**config.mk**
```make
export PLATFORM = sky130hd
export DESIGN_NAME = drsc_controller
export DESIGN_NICKNAME = d
export VERILOG_FILES = /design/src/rtl/drsc_pkg.sv /design/src/rtl/drsc_controller.sv /design/src/rtl/drsc_refresh_seq.sv
export SDC_FILE = /design/constraint.sdc
export NUM_CORES = 2
export LEC_CHECK = 0
export BUFFER_PORTS_ARGS = -buffer_cell sky130_fd_sc_hd__buf_2
export CAP_MARGIN = 10
export CORE_AREA = 4 4 221 309
export DETAILED_ROUTE_END_ITERATION = 7
export DIE_AREA = 0 0 225 313
export GPL_ROUTABILITY_DRIVEN = 0
export PLACE_DENSITY = 0.77
export SLEW_MARGIN = 40
export SYNTH_ARGS = -nofsm -noshare
export SYNTH_HDL_FRONTEND = slang
export SYNTH_SLANG_ARGS = --single-unit
```
**constraint.sdc**
```tcl
create_clock -name clk -period 28.6 [get_ports clk]
set_input_delay 4.29 -clock clk [delete_from_list [all_inputs] [get_ports clk]]
set_output_delay 4.29 -clock clk [all_outputs]
set_load 0.03 [all_outputs]
```
**src/rtl/drsc_pkg.sv**
```systemverilog
package drsc_pkg;
  // clock and refresh timing
  localparam int CLK_PERIOD_NS     = 20;
  localparam int REFRESH_PERIOD_NS = 99000;
  localparam int REFRESH_CYC       = REFRESH_PERIOD_NS / CLK_PERIOD_NS;
  localparam int SEQ_READ_NS       = 450;
  localparam int SEQ_READ_CYC      = (SEQ_READ_NS + CLK_PERIOD_NS - 1) / CLK_PERIOD_NS;
  localparam int HOST_SRAM_NS      = 330;
  localparam int HOST_SRAM_CYC     = HOST_SRAM_NS / CLK_PERIOD_NS;
  localparam int DAC_LOAD_NS       = 1000;
  localparam int DAC_LOAD_CYC      = DAC_LOAD_NS / CLK_PERIOD_NS;
  localparam int MUX_CLOSE_NS      = 49500;
  localparam int MUX_CLOSE_CYC     = MUX_CLOSE_NS / CLK_PERIOD_NS;
  localparam int MUX_OPEN_NS       = 98000;
  localparam int MUX_OPEN_CYC      = MUX_OPEN_NS / CLK_PERIOD_NS;
  localparam logic [4:0] RETRY_LIMIT = 5'h10;

  // function window layout, byte offsets
  localparam logic [5:0] SRAM_OFFSET = 6'h10;
  localparam logic [5:0] RSVD_OFFSET = 6'h30;

  // control and status word
  localparam logic [15:0] CSR_RESET       = 16'h0000;
  localparam logic [15:0] CSR_WR_MASK     = 16'h0D00;
  localparam int          CSR_CONNECT_BIT = 8;
  localparam int          CSR_TWOS_BIT    = 10;
  localparam int          CSR_FAILOFF_BIT = 11;

  // bus commands
  localparam logic [3:0] CMD_IO_RD  = 4'h2;
  localparam logic [3:0] CMD_IO_WR  = 4'h3;
  localparam logic [3:0] CMD_MEM_RD = 4'h6;
  localparam logic [3:0] CMD_MEM_WR = 4'h7;
  localparam logic [3:0] CMD_CFG_RD = 4'hA;
  localparam logic [3:0] CMD_CFG_WR = 4'hB;

  // configuration dword indices
  localparam logic [5:0]  CFG_ID_IDX    = 6'h00;
  localparam logic [5:0]  CFG_CMD_IDX   = 6'h01;
  localparam logic [5:0]  CFG_CLASS_IDX = 6'h02;
  localparam logic [5:0]  CFG_BAR0_IDX  = 6'h04;
  localparam logic [5:0]  CFG_BAR1_IDX  = 6'h05;
  localparam logic [5:0]  CFG_BAR2_IDX  = 6'h06;
  localparam logic [23:0] CLASS_CODE    = 24'h0000FF;
  localparam logic [5:0]  BAR_IO_FLAG   = 6'h01;

  typedef struct packed {
    logic [11:0] value;
    logic        load;
    logic [7:0]  muxSel;
  } drsc_dac_drive_t;

  typedef enum logic [2:0] {
    TGT_IDLE     = 3'b000,
    TGT_CLAIM    = 3'b001,
    TGT_DATA     = 3'b010,
    TGT_STOPWAIT = 3'b011,
    TGT_TURN     = 3'b100
  } drsc_tgt_state_t;
endpackage : drsc_pkg

```
**src/rtl/drsc_controller.sv**
```systemverilog
`timescale 1ns/100ps
// Notes on behaviour
// - Function registers are 16 bits, packed in a 64-byte window, even offsets only.
// - All eight even offsets 0x0..0xE reach the one control word.
// - Offsets 0x10..0x2E map to sixteen sram words; first eight are channels.
// - Offsets 0x30..0x3F are reserved: read zero, writes ignored.
// - Window reachable through both the io base and the memory base.
// - Writing either function base updates the other as well.
// - First base points at sixteen 32-bit bridge operation registers.
// - Per channel: read word, load dac switches open, settle, close, settle, open, step.
// - Mux switches close one at a time, never two together.
// - Each per-channel refresh cycle lasts exactly 99.0 us.
// - Each refresh cycle starts with a 450 ns sram read.
// - Sram collisions stall the later requester until the first finishes.
// - Host sram access stalled past sixteen clocks gets a retry; master repeats it.
// - Refresh cycle length is unchanged by any sram collision.
// - One control bit closes all output switches; open after reset.
// - All sixteen 12-bit sram words are host writable and readable.
// - Uncontended host sram access takes about 330 ns.
// - Failure indicator lit by reset, turned off only by software.
// - Target only, with standard configuration space.
// - Control bit 11 turns failure indicator off; bit 10 selects two's complement.
module drsc_controller
  import drsc_pkg::*;
#(
  parameter int          REFRESH_CYCLES  = REFRESH_CYC,
  parameter int          MUX_OPEN_CYCLES = MUX_OPEN_CYC,
  parameter logic [15:0] VENDOR_ID       = 16'h1D00,  // arbitrary value
  parameter logic [15:0] DEVICE_ID       = 16'h0008,  // arbitrary value
  parameter logic [7:0]  REVISION_ID     = 8'h01      // arbitrary value
)(
  input  logic        clk,
  input  logic        reset,
  input  logic        frameN,
  input  logic        irdyN,
  input  logic        idsel,
  input  logic [3:0]  cbeN,
  input  logic [31:0] adIn,
  output logic [31:0] adOut,
  output logic        adOe,
  output logic        trdyN,
  output logic        devselN,
  output logic        stopN,
  output logic        targetOe,
  output logic [11:0] dacValue,
  output logic        dacLoad,
  output logic [7:0]  muxSelect,
  output logic        outputConnect,
  output logic        failureIndicator
);
  localparam logic [4:0] HOST_LAST = 5'(HOST_SRAM_CYC - 1);
  localparam int         HOST_LAT  = HOST_SRAM_CYC + 1;

  drsc_tgt_state_t state;
  drsc_dac_drive_t drive;
  logic [3:0]  cmd;
  logic [7:0]  offset;
  logic        tgtCfg;
  logic        tgtOps;
  logic        tgtFunc;
  logic        frameQ;
  logic [4:0]  latency;
  logic        hostAcc;
  logic [4:0]  accCnt;
  logic [15:0] control_status_word;
  logic [1:0]  cmdReg;
  logic [25:0] opsBase;
  logic [25:0] ioBase;
  logic [25:0] memBase;
  logic [31:0] opsReg [16];
  logic [11:0] sram [16];
  logic [2:0]  channel;
  logic        seqReq;
  logic        seqGrant;

  logic        addrPhase;
  logic        cfgHit;
  logic        ioHit;
  logic        memFnHit;
  logic        opsHit;
  logic        isWrite;
  logic [3:0]  dw;
  logic        needSram;
  logic        dataOk;
  logic        accDone;
  logic        ready;
  logic        hostWants;
  logic        hostGrant;
  logic        retryNow;
  logic        xfer;
  logic        wrXfer;
  logic        csrWr;
  logic [15:0] csrNew;
  logic        failOffNew;
  logic        barWr;
  logic [31:0] barMerged;
  logic [25:0] barNew;
  logic [2:0]  sramDw;
  logic [1:0][11:0] sramMerged;
  logic [31:0] readData;

  function automatic logic [15:0] merge16(input logic [15:0] old, input logic [15:0] nw,
                                          input logic [1:0] beN);
    logic [15:0] r;
    r = old;
    for (int i = 0; i < 2; i++)
      if (!beN[i])
        r[8*i +: 8] = nw[8*i +: 8];
    return r;
  endfunction : merge16

  function automatic logic [31:0] merge32(input logic [31:0] old, input logic [31:0] nw,
                                          input logic [3:0] beN);
    return {merge16(old[31:16], nw[31:16], beN[3:2]), merge16(old[15:0], nw[15:0], beN[1:0])};
  endfunction : merge32

  // one 16-bit register per even offset, upper half sits in lanes 3:2
  function automatic logic [15:0] halfRead(input logic [4:0] h);
    logic [3:0] idx;
    idx = 4'(h - SRAM_OFFSET[5:1]);
    if (h < SRAM_OFFSET[5:1])
      return (control_status_word & CSR_WR_MASK) | {13'h0, channel};
    else if (h < RSVD_OFFSET[5:1])
      return {4'h0, sram[idx]};
    else
      return 16'h0000;
  endfunction : halfRead

  // address decode, bus pins share our clock so no synchroniser
  always_comb begin
    addrPhase = !frameN && frameQ && state == TGT_IDLE;
    cfgHit    = (cbeN == CMD_CFG_RD || cbeN == CMD_CFG_WR) && idsel && adIn[1:0] == 2'b00;
    ioHit     = (cbeN == CMD_IO_RD || cbeN == CMD_IO_WR) && cmdReg[0] &&
                adIn[31:6] == ioBase;
    memFnHit  = (cbeN == CMD_MEM_RD || cbeN == CMD_MEM_WR) && cmdReg[1] &&
                adIn[31:6] == memBase;
    opsHit    = (cbeN == CMD_MEM_RD || cbeN == CMD_MEM_WR) && cmdReg[1] &&
                adIn[31:6] == opsBase && !memFnHit;
  end

  assign isWrite   = cmd[0];
  assign dw        = offset[5:2];
  assign needSram  = tgtFunc && dw >= SRAM_OFFSET[5:2] && dw < RSVD_OFFSET[5:2];
  assign sramDw    = 3'(dw - SRAM_OFFSET[5:2]);
  assign dataOk    = !isWrite || !irdyN;
  assign accDone   = hostAcc && accCnt == HOST_LAST;
  assign ready     = needSram ? accDone : dataOk;
  // refresh wins a tie so its fixed schedule keeps its read slot
  // no grant in the retry cycle, so no access is left running without its master
  assign hostWants = state == TGT_CLAIM && needSram && dataOk && !hostAcc &&
                     latency != RETRY_LIMIT - 5'h1;
  assign seqGrant  = seqReq && !hostAcc;
  assign hostGrant = hostWants && !seqReq;
  assign retryNow  = state == TGT_CLAIM && !hostAcc && !ready &&
                     latency == RETRY_LIMIT - 5'h1;
  assign xfer      = state == TGT_DATA && !irdyN;
  assign wrXfer    = xfer && isWrite;

  always_ff @(posedge clk or posedge reset) begin
    if (reset)
      frameQ <= 1'b1;
    else
      frameQ <= frameN;
  end

  always_ff @(posedge clk or posedge reset) begin
    if (reset) begin
      cmd     <= 4'h0;
      offset  <= 8'h00;
      tgtCfg  <= 1'b0;
      tgtOps  <= 1'b0;
      tgtFunc <= 1'b0;
    end else if (addrPhase) begin
      cmd     <= cbeN;
      offset  <= adIn[7:0];
      tgtCfg  <= cfgHit;
      tgtOps  <= opsHit;
      tgtFunc <= ioHit || memFnHit;
    end
  end

  // single data phase per access: data goes out with a disconnect
  always_ff @(posedge clk or posedge reset) begin
    if (reset)
      state <= TGT_IDLE;
    else begin
      case (state)
        TGT_IDLE:
          if (addrPhase && (cfgHit || ioHit || memFnHit || opsHit))
            state <= TGT_CLAIM;
        TGT_CLAIM:
          if (retryNow)
            state <= TGT_STOPWAIT;
          else if (ready)
            state <= TGT_DATA;
        TGT_DATA:
          if (!irdyN)
            state <= frameN ? TGT_TURN : TGT_STOPWAIT;
        TGT_STOPWAIT:
          if (frameN)
            state <= TGT_TURN;
        TGT_TURN:
          state <= TGT_IDLE;
        default:
          state <= TGT_IDLE;
      endcase
    end
  end

  always_ff @(posedge clk or posedge reset) begin
    if (reset)
      latency <= 5'h0;
    else if (addrPhase)
      latency <= 5'h1;
    else if (state == TGT_CLAIM)
      latency <= latency + 5'h1;
  end

  // a started access always finishes; only a wait for the grant is retried
  always_ff @(posedge clk or posedge reset) begin
    if (reset) begin
      hostAcc <= 1'b0;
      accCnt  <= 5'h0;
    end else if (hostGrant) begin
      hostAcc <= 1'b1;
      accCnt  <= 5'h0;
    end else if (accDone)
      hostAcc <= 1'b0;
    else if (hostAcc)
      accCnt <= accCnt + 5'h1;
  end

  always_comb begin
    readData = 32'h0;
    if (tgtFunc)
      readData = {halfRead({dw, 1'b1}), halfRead({dw, 1'b0})};
    else if (tgtOps)
      readData = opsReg[dw];
    else begin
      case (offset[7:2])
        CFG_ID_IDX:    readData = {DEVICE_ID, VENDOR_ID};
        CFG_CMD_IDX:   readData = {30'h0, cmdReg};
        CFG_CLASS_IDX: readData = {CLASS_CODE, REVISION_ID};
        CFG_BAR0_IDX:  readData = {opsBase, 6'h00};
        CFG_BAR1_IDX:  readData = {ioBase, BAR_IO_FLAG};
        CFG_BAR2_IDX:  readData = {memBase, 6'h00};
        default:       readData = 32'h0;
      endcase
    end
  end

  always_ff @(posedge clk or posedge reset) begin
    if (reset)
      adOut <= 32'h0;
    else if (state == TGT_CLAIM && ready)
      adOut <= readData;
  end

  assign adOe     = state == TGT_DATA && !isWrite;
  assign trdyN    = state != TGT_DATA;
  assign devselN  = !(state == TGT_CLAIM || state == TGT_DATA || state == TGT_STOPWAIT);
  assign stopN    = !(state == TGT_DATA || state == TGT_STOPWAIT);
  assign targetOe = state != TGT_IDLE;

  // control word write: the upper half wins when both halves are enabled
  assign csrWr      = wrXfer && tgtFunc && dw < SRAM_OFFSET[5:2];
  assign csrNew     = ((cbeN[3:2] != 2'b11) ? merge16(control_status_word, adIn[31:16], cbeN[3:2])
                                            : merge16(control_status_word, adIn[15:0], cbeN[1:0])) & CSR_WR_MASK;
  assign failOffNew = csrNew[CSR_FAILOFF_BIT];

  always_ff @(posedge clk or posedge reset) begin
    if (reset)
      control_status_word <= CSR_RESET;
    else if (csrWr)
      control_status_word <= csrNew;
  end

  assign outputConnect    = control_status_word[CSR_CONNECT_BIT];
  assign failureIndicator = !control_status_word[CSR_FAILOFF_BIT];

  always_comb begin
    for (int j = 0; j < 2; j++)
      sramMerged[j] = 12'(merge16({4'h0, sram[{sramDw, j[0]}]}, adIn[16*j +: 16],
                                  cbeN[2*j +: 2]));
  end

  // sram holds data only, so it has no reset
  always_ff @(posedge clk) begin
    for (int j = 0; j < 2; j++)
      if (wrXfer && needSram && cbeN[2*j +: 2] != 2'b11)
        sram[{sramDw, j[0]}] <= sramMerged[j];
  end

  always_ff @(posedge clk or posedge reset) begin
    if (reset) begin
      for (int k = 0; k < 16; k++)
        opsReg[k] <= 32'h0;
    end else if (wrXfer && tgtOps)
      opsReg[dw] <= merge32(opsReg[dw], adIn, cbeN);
  end

  assign barWr     = wrXfer && tgtCfg && (offset[7:2] == CFG_BAR1_IDX ||
                                          offset[7:2] == CFG_BAR2_IDX);
  assign barMerged = merge32({ioBase, 6'h00}, adIn, cbeN);
  assign barNew    = barMerged[31:6];

  always_ff @(posedge clk or posedge reset) begin
    if (reset) begin
      cmdReg  <= 2'b00;
      opsBase <= 26'h0;
      ioBase  <= 26'h0;
      memBase <= 26'h0;
    end else if (wrXfer && tgtCfg) begin
      if (offset[7:2] == CFG_CMD_IDX && !cbeN[0])
        cmdReg <= adIn[1:0];
      if (offset[7:2] == CFG_BAR0_IDX)
        opsBase <= 26'(merge32({opsBase, 6'h00}, adIn, cbeN) >> 6);
      if (barWr) begin
        ioBase  <= barNew;
        memBase <= barNew;
      end
    end
  end

  drsc_refresh_seq #(
    .REFRESH_CYCLES  (REFRESH_CYCLES),
    .MUX_OPEN_CYCLES (MUX_OPEN_CYCLES)
  ) u_seq (
    .clk       (clk),
    .reset     (reset),
    .twosComp  (control_status_word[CSR_TWOS_BIT]),
    .readGrant (seqGrant),
    .sramWord  (sram[{1'b0, channel}]),
    .readReq   (seqReq),
    .channel   (channel),
    .drive     (drive)
  );

  assign dacValue  = drive.value;
  assign dacLoad   = drive.load;
  assign muxSelect = drive.muxSel;
endmodule : drsc_controller

```
**src/rtl/drsc_refresh_seq.sv**
```systemverilog
`timescale 1ns/100ps
module drsc_refresh_seq
  import drsc_pkg::*;
#(
  parameter int REFRESH_CYCLES  = REFRESH_CYC,
  parameter int MUX_OPEN_CYCLES = MUX_OPEN_CYC
)(
  input  logic            clk,
  input  logic            reset,
  input  logic            twosComp,
  input  logic            readGrant,
  input  logic [11:0]     sramWord,
  output logic            readReq,
  output logic [2:0]      channel,
  output drsc_dac_drive_t drive
);
  localparam logic [12:0] LAST_CYCLE = 13'(REFRESH_CYCLES - 1);
  localparam logic [12:0] OPEN_AT    = 13'(MUX_OPEN_CYCLES);
  localparam logic [12:0] CLOSE_AT   = 13'(MUX_CLOSE_CYC);
  localparam logic [12:0] LOAD_AT    = 13'(DAC_LOAD_CYC);
  localparam int          RD_REST    = SEQ_READ_CYC - 7;

  logic [12:0] cycleCnt;
  logic [4:0]  readCnt;
  logic        pending;
  logic        reading;
  logic        readLast;
  logic [11:0] sample;
  logic [2:0]  chanQ;
  logic [12:0] periodCnt;

  assign readReq  = pending | reading;
  assign readLast = reading && readCnt == 5'(SEQ_READ_CYC - 1);

  // period counter never waits on the sram, so collisions do not stretch it
  always_ff @(posedge clk or posedge reset) begin
    if (reset)
      cycleCnt <= 13'h0;
    else if (cycleCnt == LAST_CYCLE)
      cycleCnt <= 13'h0;
    else
      cycleCnt <= cycleCnt + 13'h1;
  end

  always_ff @(posedge clk or posedge reset) begin
    if (reset)
      channel <= 3'h0;
    else if (cycleCnt == LAST_CYCLE)
      channel <= channel + 3'h1;
  end

  always_ff @(posedge clk or posedge reset) begin
    if (reset) begin
      pending <= 1'b0;
      reading <= 1'b0;
      readCnt <= 5'h0;
      sample  <= 12'h000;
    end else begin
      if (cycleCnt == 13'h0 && !reading)
        pending <= 1'b1;
      else if (readGrant)
        pending <= 1'b0;
      if (pending && readGrant) begin
        reading <= 1'b1;
        readCnt <= 5'h0;
      end else if (readLast) begin
        reading <= 1'b0;
        sample  <= sramWord;
      end else if (reading)
        readCnt <= readCnt + 5'h1;
    end
  end

  // load lands well after the longest stalled read, switches all open
  always_ff @(posedge clk or posedge reset) begin
    if (reset)
      drive <= '0;
    else begin
      drive.load <= (cycleCnt == LOAD_AT);
      if (cycleCnt == LOAD_AT)
        drive.value <= twosComp ? {~sample[11], sample[10:0]} : sample;
      if (cycleCnt >= CLOSE_AT && cycleCnt < OPEN_AT)
        drive.muxSel <= 8'(8'h01 << channel);
      else
        drive.muxSel <= 8'h00;
    end
  end

  always_ff @(posedge clk or posedge reset) begin
    if (reset) begin
      chanQ     <= 3'h0;
      periodCnt <= 13'h0;
    end else begin
      chanQ     <= channel;
      periodCnt <= (channel != chanQ) ? 13'h1 : periodCnt + 13'h1;
    end
  end
endmodule : drsc_refresh_seq

```
==> summary.txt <==
Final layout
  • Fin util: 65.55%
  • Syn-to-layout area delta: 9.801%
  • Nets@finish: 3,178
  • Layout cell share with drive strength beyond 1: 20.38%

Yosys
  • Post-synth EDFFs: 192
  • Synth cell count leaders: dfrtp_1 (681), nor2_1 (435), a21oi_1 (381)
  • Synth top area share: 43.64%
  • Main combinational cell family by area after synthesis: multiplexers
  • Mux contribution to synthesized area: 16.79%
  • Gate Count Post-Synth: 3,138
  • YS warnings: 0
  • Synth unique cells: 67
  • Syn avg cell area: 12.44 sq um
  • Post-Synth Simple-Gate Area: 8.994%
  • Ys flop type: dfrtp_1
  • FFs w/ async S/R, synth: 78.03%
  • Cell type with the largest total area after synthesis: dfrtp_1
  • Mapped Nets: 3,195
  • Synth Area in Adders: 0.5126%
  • Largest cells by area after synthesis: dfrtp_1 (44%), edfxtp_1 (15%), mux4_2 (13%), a21oi_1 (4.9%), nor2_1 (4.2%)
  • Compound-Gate Fraction of Synth Area: 10.27%
  • Cell area after synthesis: 39,050 sq um
  • Most numerous cell in the Yosys netlist: dfrtp_1
  • Register area share after synthesis: 58.47%
  • Synth Area in XOR/XNOR: 1.682%
  • Register bit total from synthesis: 874

Placed design
  • HPWL after detailed placement: 64,920 um
  • Port buffer count: 100

Critical path
  • Worst r2r src: offset[2]
  • Worst path max stage delay: 0.47 ns
  • Flop-to-flop setup slack: 23.57 ns
  • WS Path Type: register to output port
  • CP Capture Type: output port
  • Worst path bufs/invs: 2
  • CP startpoint kind: register
  • Critical path's slowest cell: dfrtp_1
  • RR Endpoint: opsReg[216]
  • Critical-path maximum fanout: 9
  • R2R depth: 7
  • CP arrival: 1.81 ns
  • Worst path cell trace: nor3_1, inv_1, buf_2
  • WP data required: 24.31 ns
  • Delay-heaviest family, CP: flip-flops

Clocking
  • Clock-pin slew on the worst setup and hold paths: 0.07 ns
  • CTS root buffer: clkbuf_16
  • CTS tree: done
  • CTS sink count: 874
  • Clock latency at the later pin of the worst-skew pair: 0.64 ns
  • Hold Buf Count CTS: 0
  • Total CTS buffers: 76
  • CTS H-Tree Depth: 3
  • CTS Buffer Depth: 3
  • Post-cts sizing count: 0
  • Post-CTS Setup Bufs: 0

Drt
  • Antenna viol nets, final: 0
  • Pre-antenna DRT Iters: 6
  • WL/cell: 25.92 um
  • Remaining DRCs: 0
  • Iter 0 DRT Violations: 3,195
  • Final WL: 104,600 um
  • Vias/cell: 6.593
  • DR vias: 26,600

STA
  • Fmax: 163.9 MHz
  • Slew Viols, Final: 0
  • Setup Skew: 0.02544 ns
  • Setup_tns: 0 ns
  • Minimum hold slack: 0.4761 ns
  • Tmin final: 6.102 ns
  • Worst slew margin: 40.75%
  • RSZ-0062 raised after global routing: false
  • Least-Margin Pin Slew: 0.8664 ns
  • Final setup viols: 0
  • Period utilization: 21.33%
  • Final Hold Viols: 0

Floorplan
  • Die W: 225 um
  • I/O pins: 101
  • Core box area: 65,410 sq um
  • Height of the die: 313 um
  • Row cnt: 111
  • Die area: 70,430 sq um
  • Initial core utilization: 59.70%

Global route
  • Pin count of the biggest net entering global routing: 118
  • Global route overflow: 0
  • Tot GR Track Use: 29.80%
  • Vias in the first global route: 27,790
  • First-pass GRT wire length: 161,300 um
  • Initial antenna violation count: 1

Pwr
  • Power Dens Cells: 70.04 nW/um^2
  • Peak supply drop: 83.80 uV
  • Total power: 3003 uW
  • Lkg Pwr: 0.01805 uW

Min path
  • Hold depth: 2
  • Hold path start: opsReg[186]
  • Worst min path class: register to register
  • Hold Path Sink: opsReg[186]

Outcome
  • Status: completed

Job
  • Max-Cap Viols: 0
flip-flops by register name, indices dropped and copies added, names as in the netlist, 6 cells and up:
| signal | flops |
|---|---|
| u_seq.drive | 21 |
| sram | 192 |
| adOut | 32 |
| u_seq.sample | 12 |
| opsBase | 26 |
| opsReg | 512 |
| memBase | 26 |
| u_seq.cycleCnt | 13 |
| offset | 6 |
worst register-to-register path: cells and delay by family, from the launching register on:
| kind | cells | cell delay, ns |
|---|---|---|
| buf+inv | 3 | 1.85 |
| flops | 1 | 0.88 |
| mux | 2 | 1.23 |
| compound gates | 2 | 0.88 |
final cells by class:
class                   instances  area [sq um]
repair buffers                150          1018
well taps                     847          1060
clock buffers                 112          2313
multi-input cells            2003         15110
flip-flops and latches        874         22850
diodes                          2         5.005
clock inverters                30         456.7
fillers                      4462         22540
inverters                      16         67.56
where the power goes:
| group | internal (uW) | switching (uW) |
|---|---|---|
| Combinational | 190 | 342 |
| Clock | 664 | 466 |
| Sequential | 1290 | 51.8 |
| Total | 2140 | 860 |
per-layer routing:
metal,routed length (um),up-vias,global-route usage [%]
met5,0,-,0
met4,6296,0,16.42
met3,9243,358,5.199
met2,53010,1514,50.32
met1,36020,13490,36.65
li1,-,11230,-
cells in the final DEF (no fill, tap or decap), drive strengths merged, types with 4 or more instances in the layout:
master | Yosys | final
o22ai | 4 | 4
inv | 16 | 19
clkbuf | 128 | 113
a22oi | 46 | 46
nor2 | 443 | 443
nand3 | 14 | 14
edfxtp | 192 | 192
nor2b | 19 | 19
nand4 | 16 | 16
mux2 | 65 | 65
dfrtp | 681 | 681
nand2 | 283 | 283
nor4 | 11 | 11
buf | 117 | 149
a221oi | 5 | 5
nor3b | 5 | 5
a21oi | 385 | 385
xor2 | 39 | 39
mux2i | 43 | 43
bufinv | 0 | 11
mux4 | 226 | 226
clkinv | 0 | 16
a221o | 5 | 5
ha | 16 | 16
nor3 | 11 | 11
or3 | 4 | 4
a31oi | 4 | 4
a22o | 16 | 16
nand2b | 9 | 9
o21ai | 256 | 256
and2 | 7 | 7
nand4b | 4 | 4
xnor2 | 36 | 36
cells by family after synthesis:
kind of cell | count (synthesis)
XOR/XNOR | 75
AND/OR/NAND/NOR | 840
adder cells (fa/ha/maj) | 16
flip-flops | 874
AO/OA/AOI/OAI | 738
multiplexers | 334
buffers and inverters | 261
per-stage QoR:
stage / std cells / cell area [sq um] / setup WS, ns
after floorplan: 3138 / 39050 / 5.192
after global placement: 3886 / 39880 / 20.99
after detailed placement: 3889 / 40010 / 21.49
after CTS: 4031 / 42780 / 22.14
after global routing: 4033 / 42880 / 22.26
final: 4034 / 42880 / 22.50
worst max path at each step:
stage	from	to	slack (ns)	depth (start not counted)
final	state[1]	targetOe	22.50	3
after global routing	reset	opsReg[76]	22.26	6
after CTS	reset	opsReg[76]	22.14	6
after detailed placement	reset	opsReg[76]	21.49	6
after global placement	reset	opsReg[12]	20.99	5
after floorplan	reset	accCnt[0]	5.19	1
(Power assumes the default switching activity.)
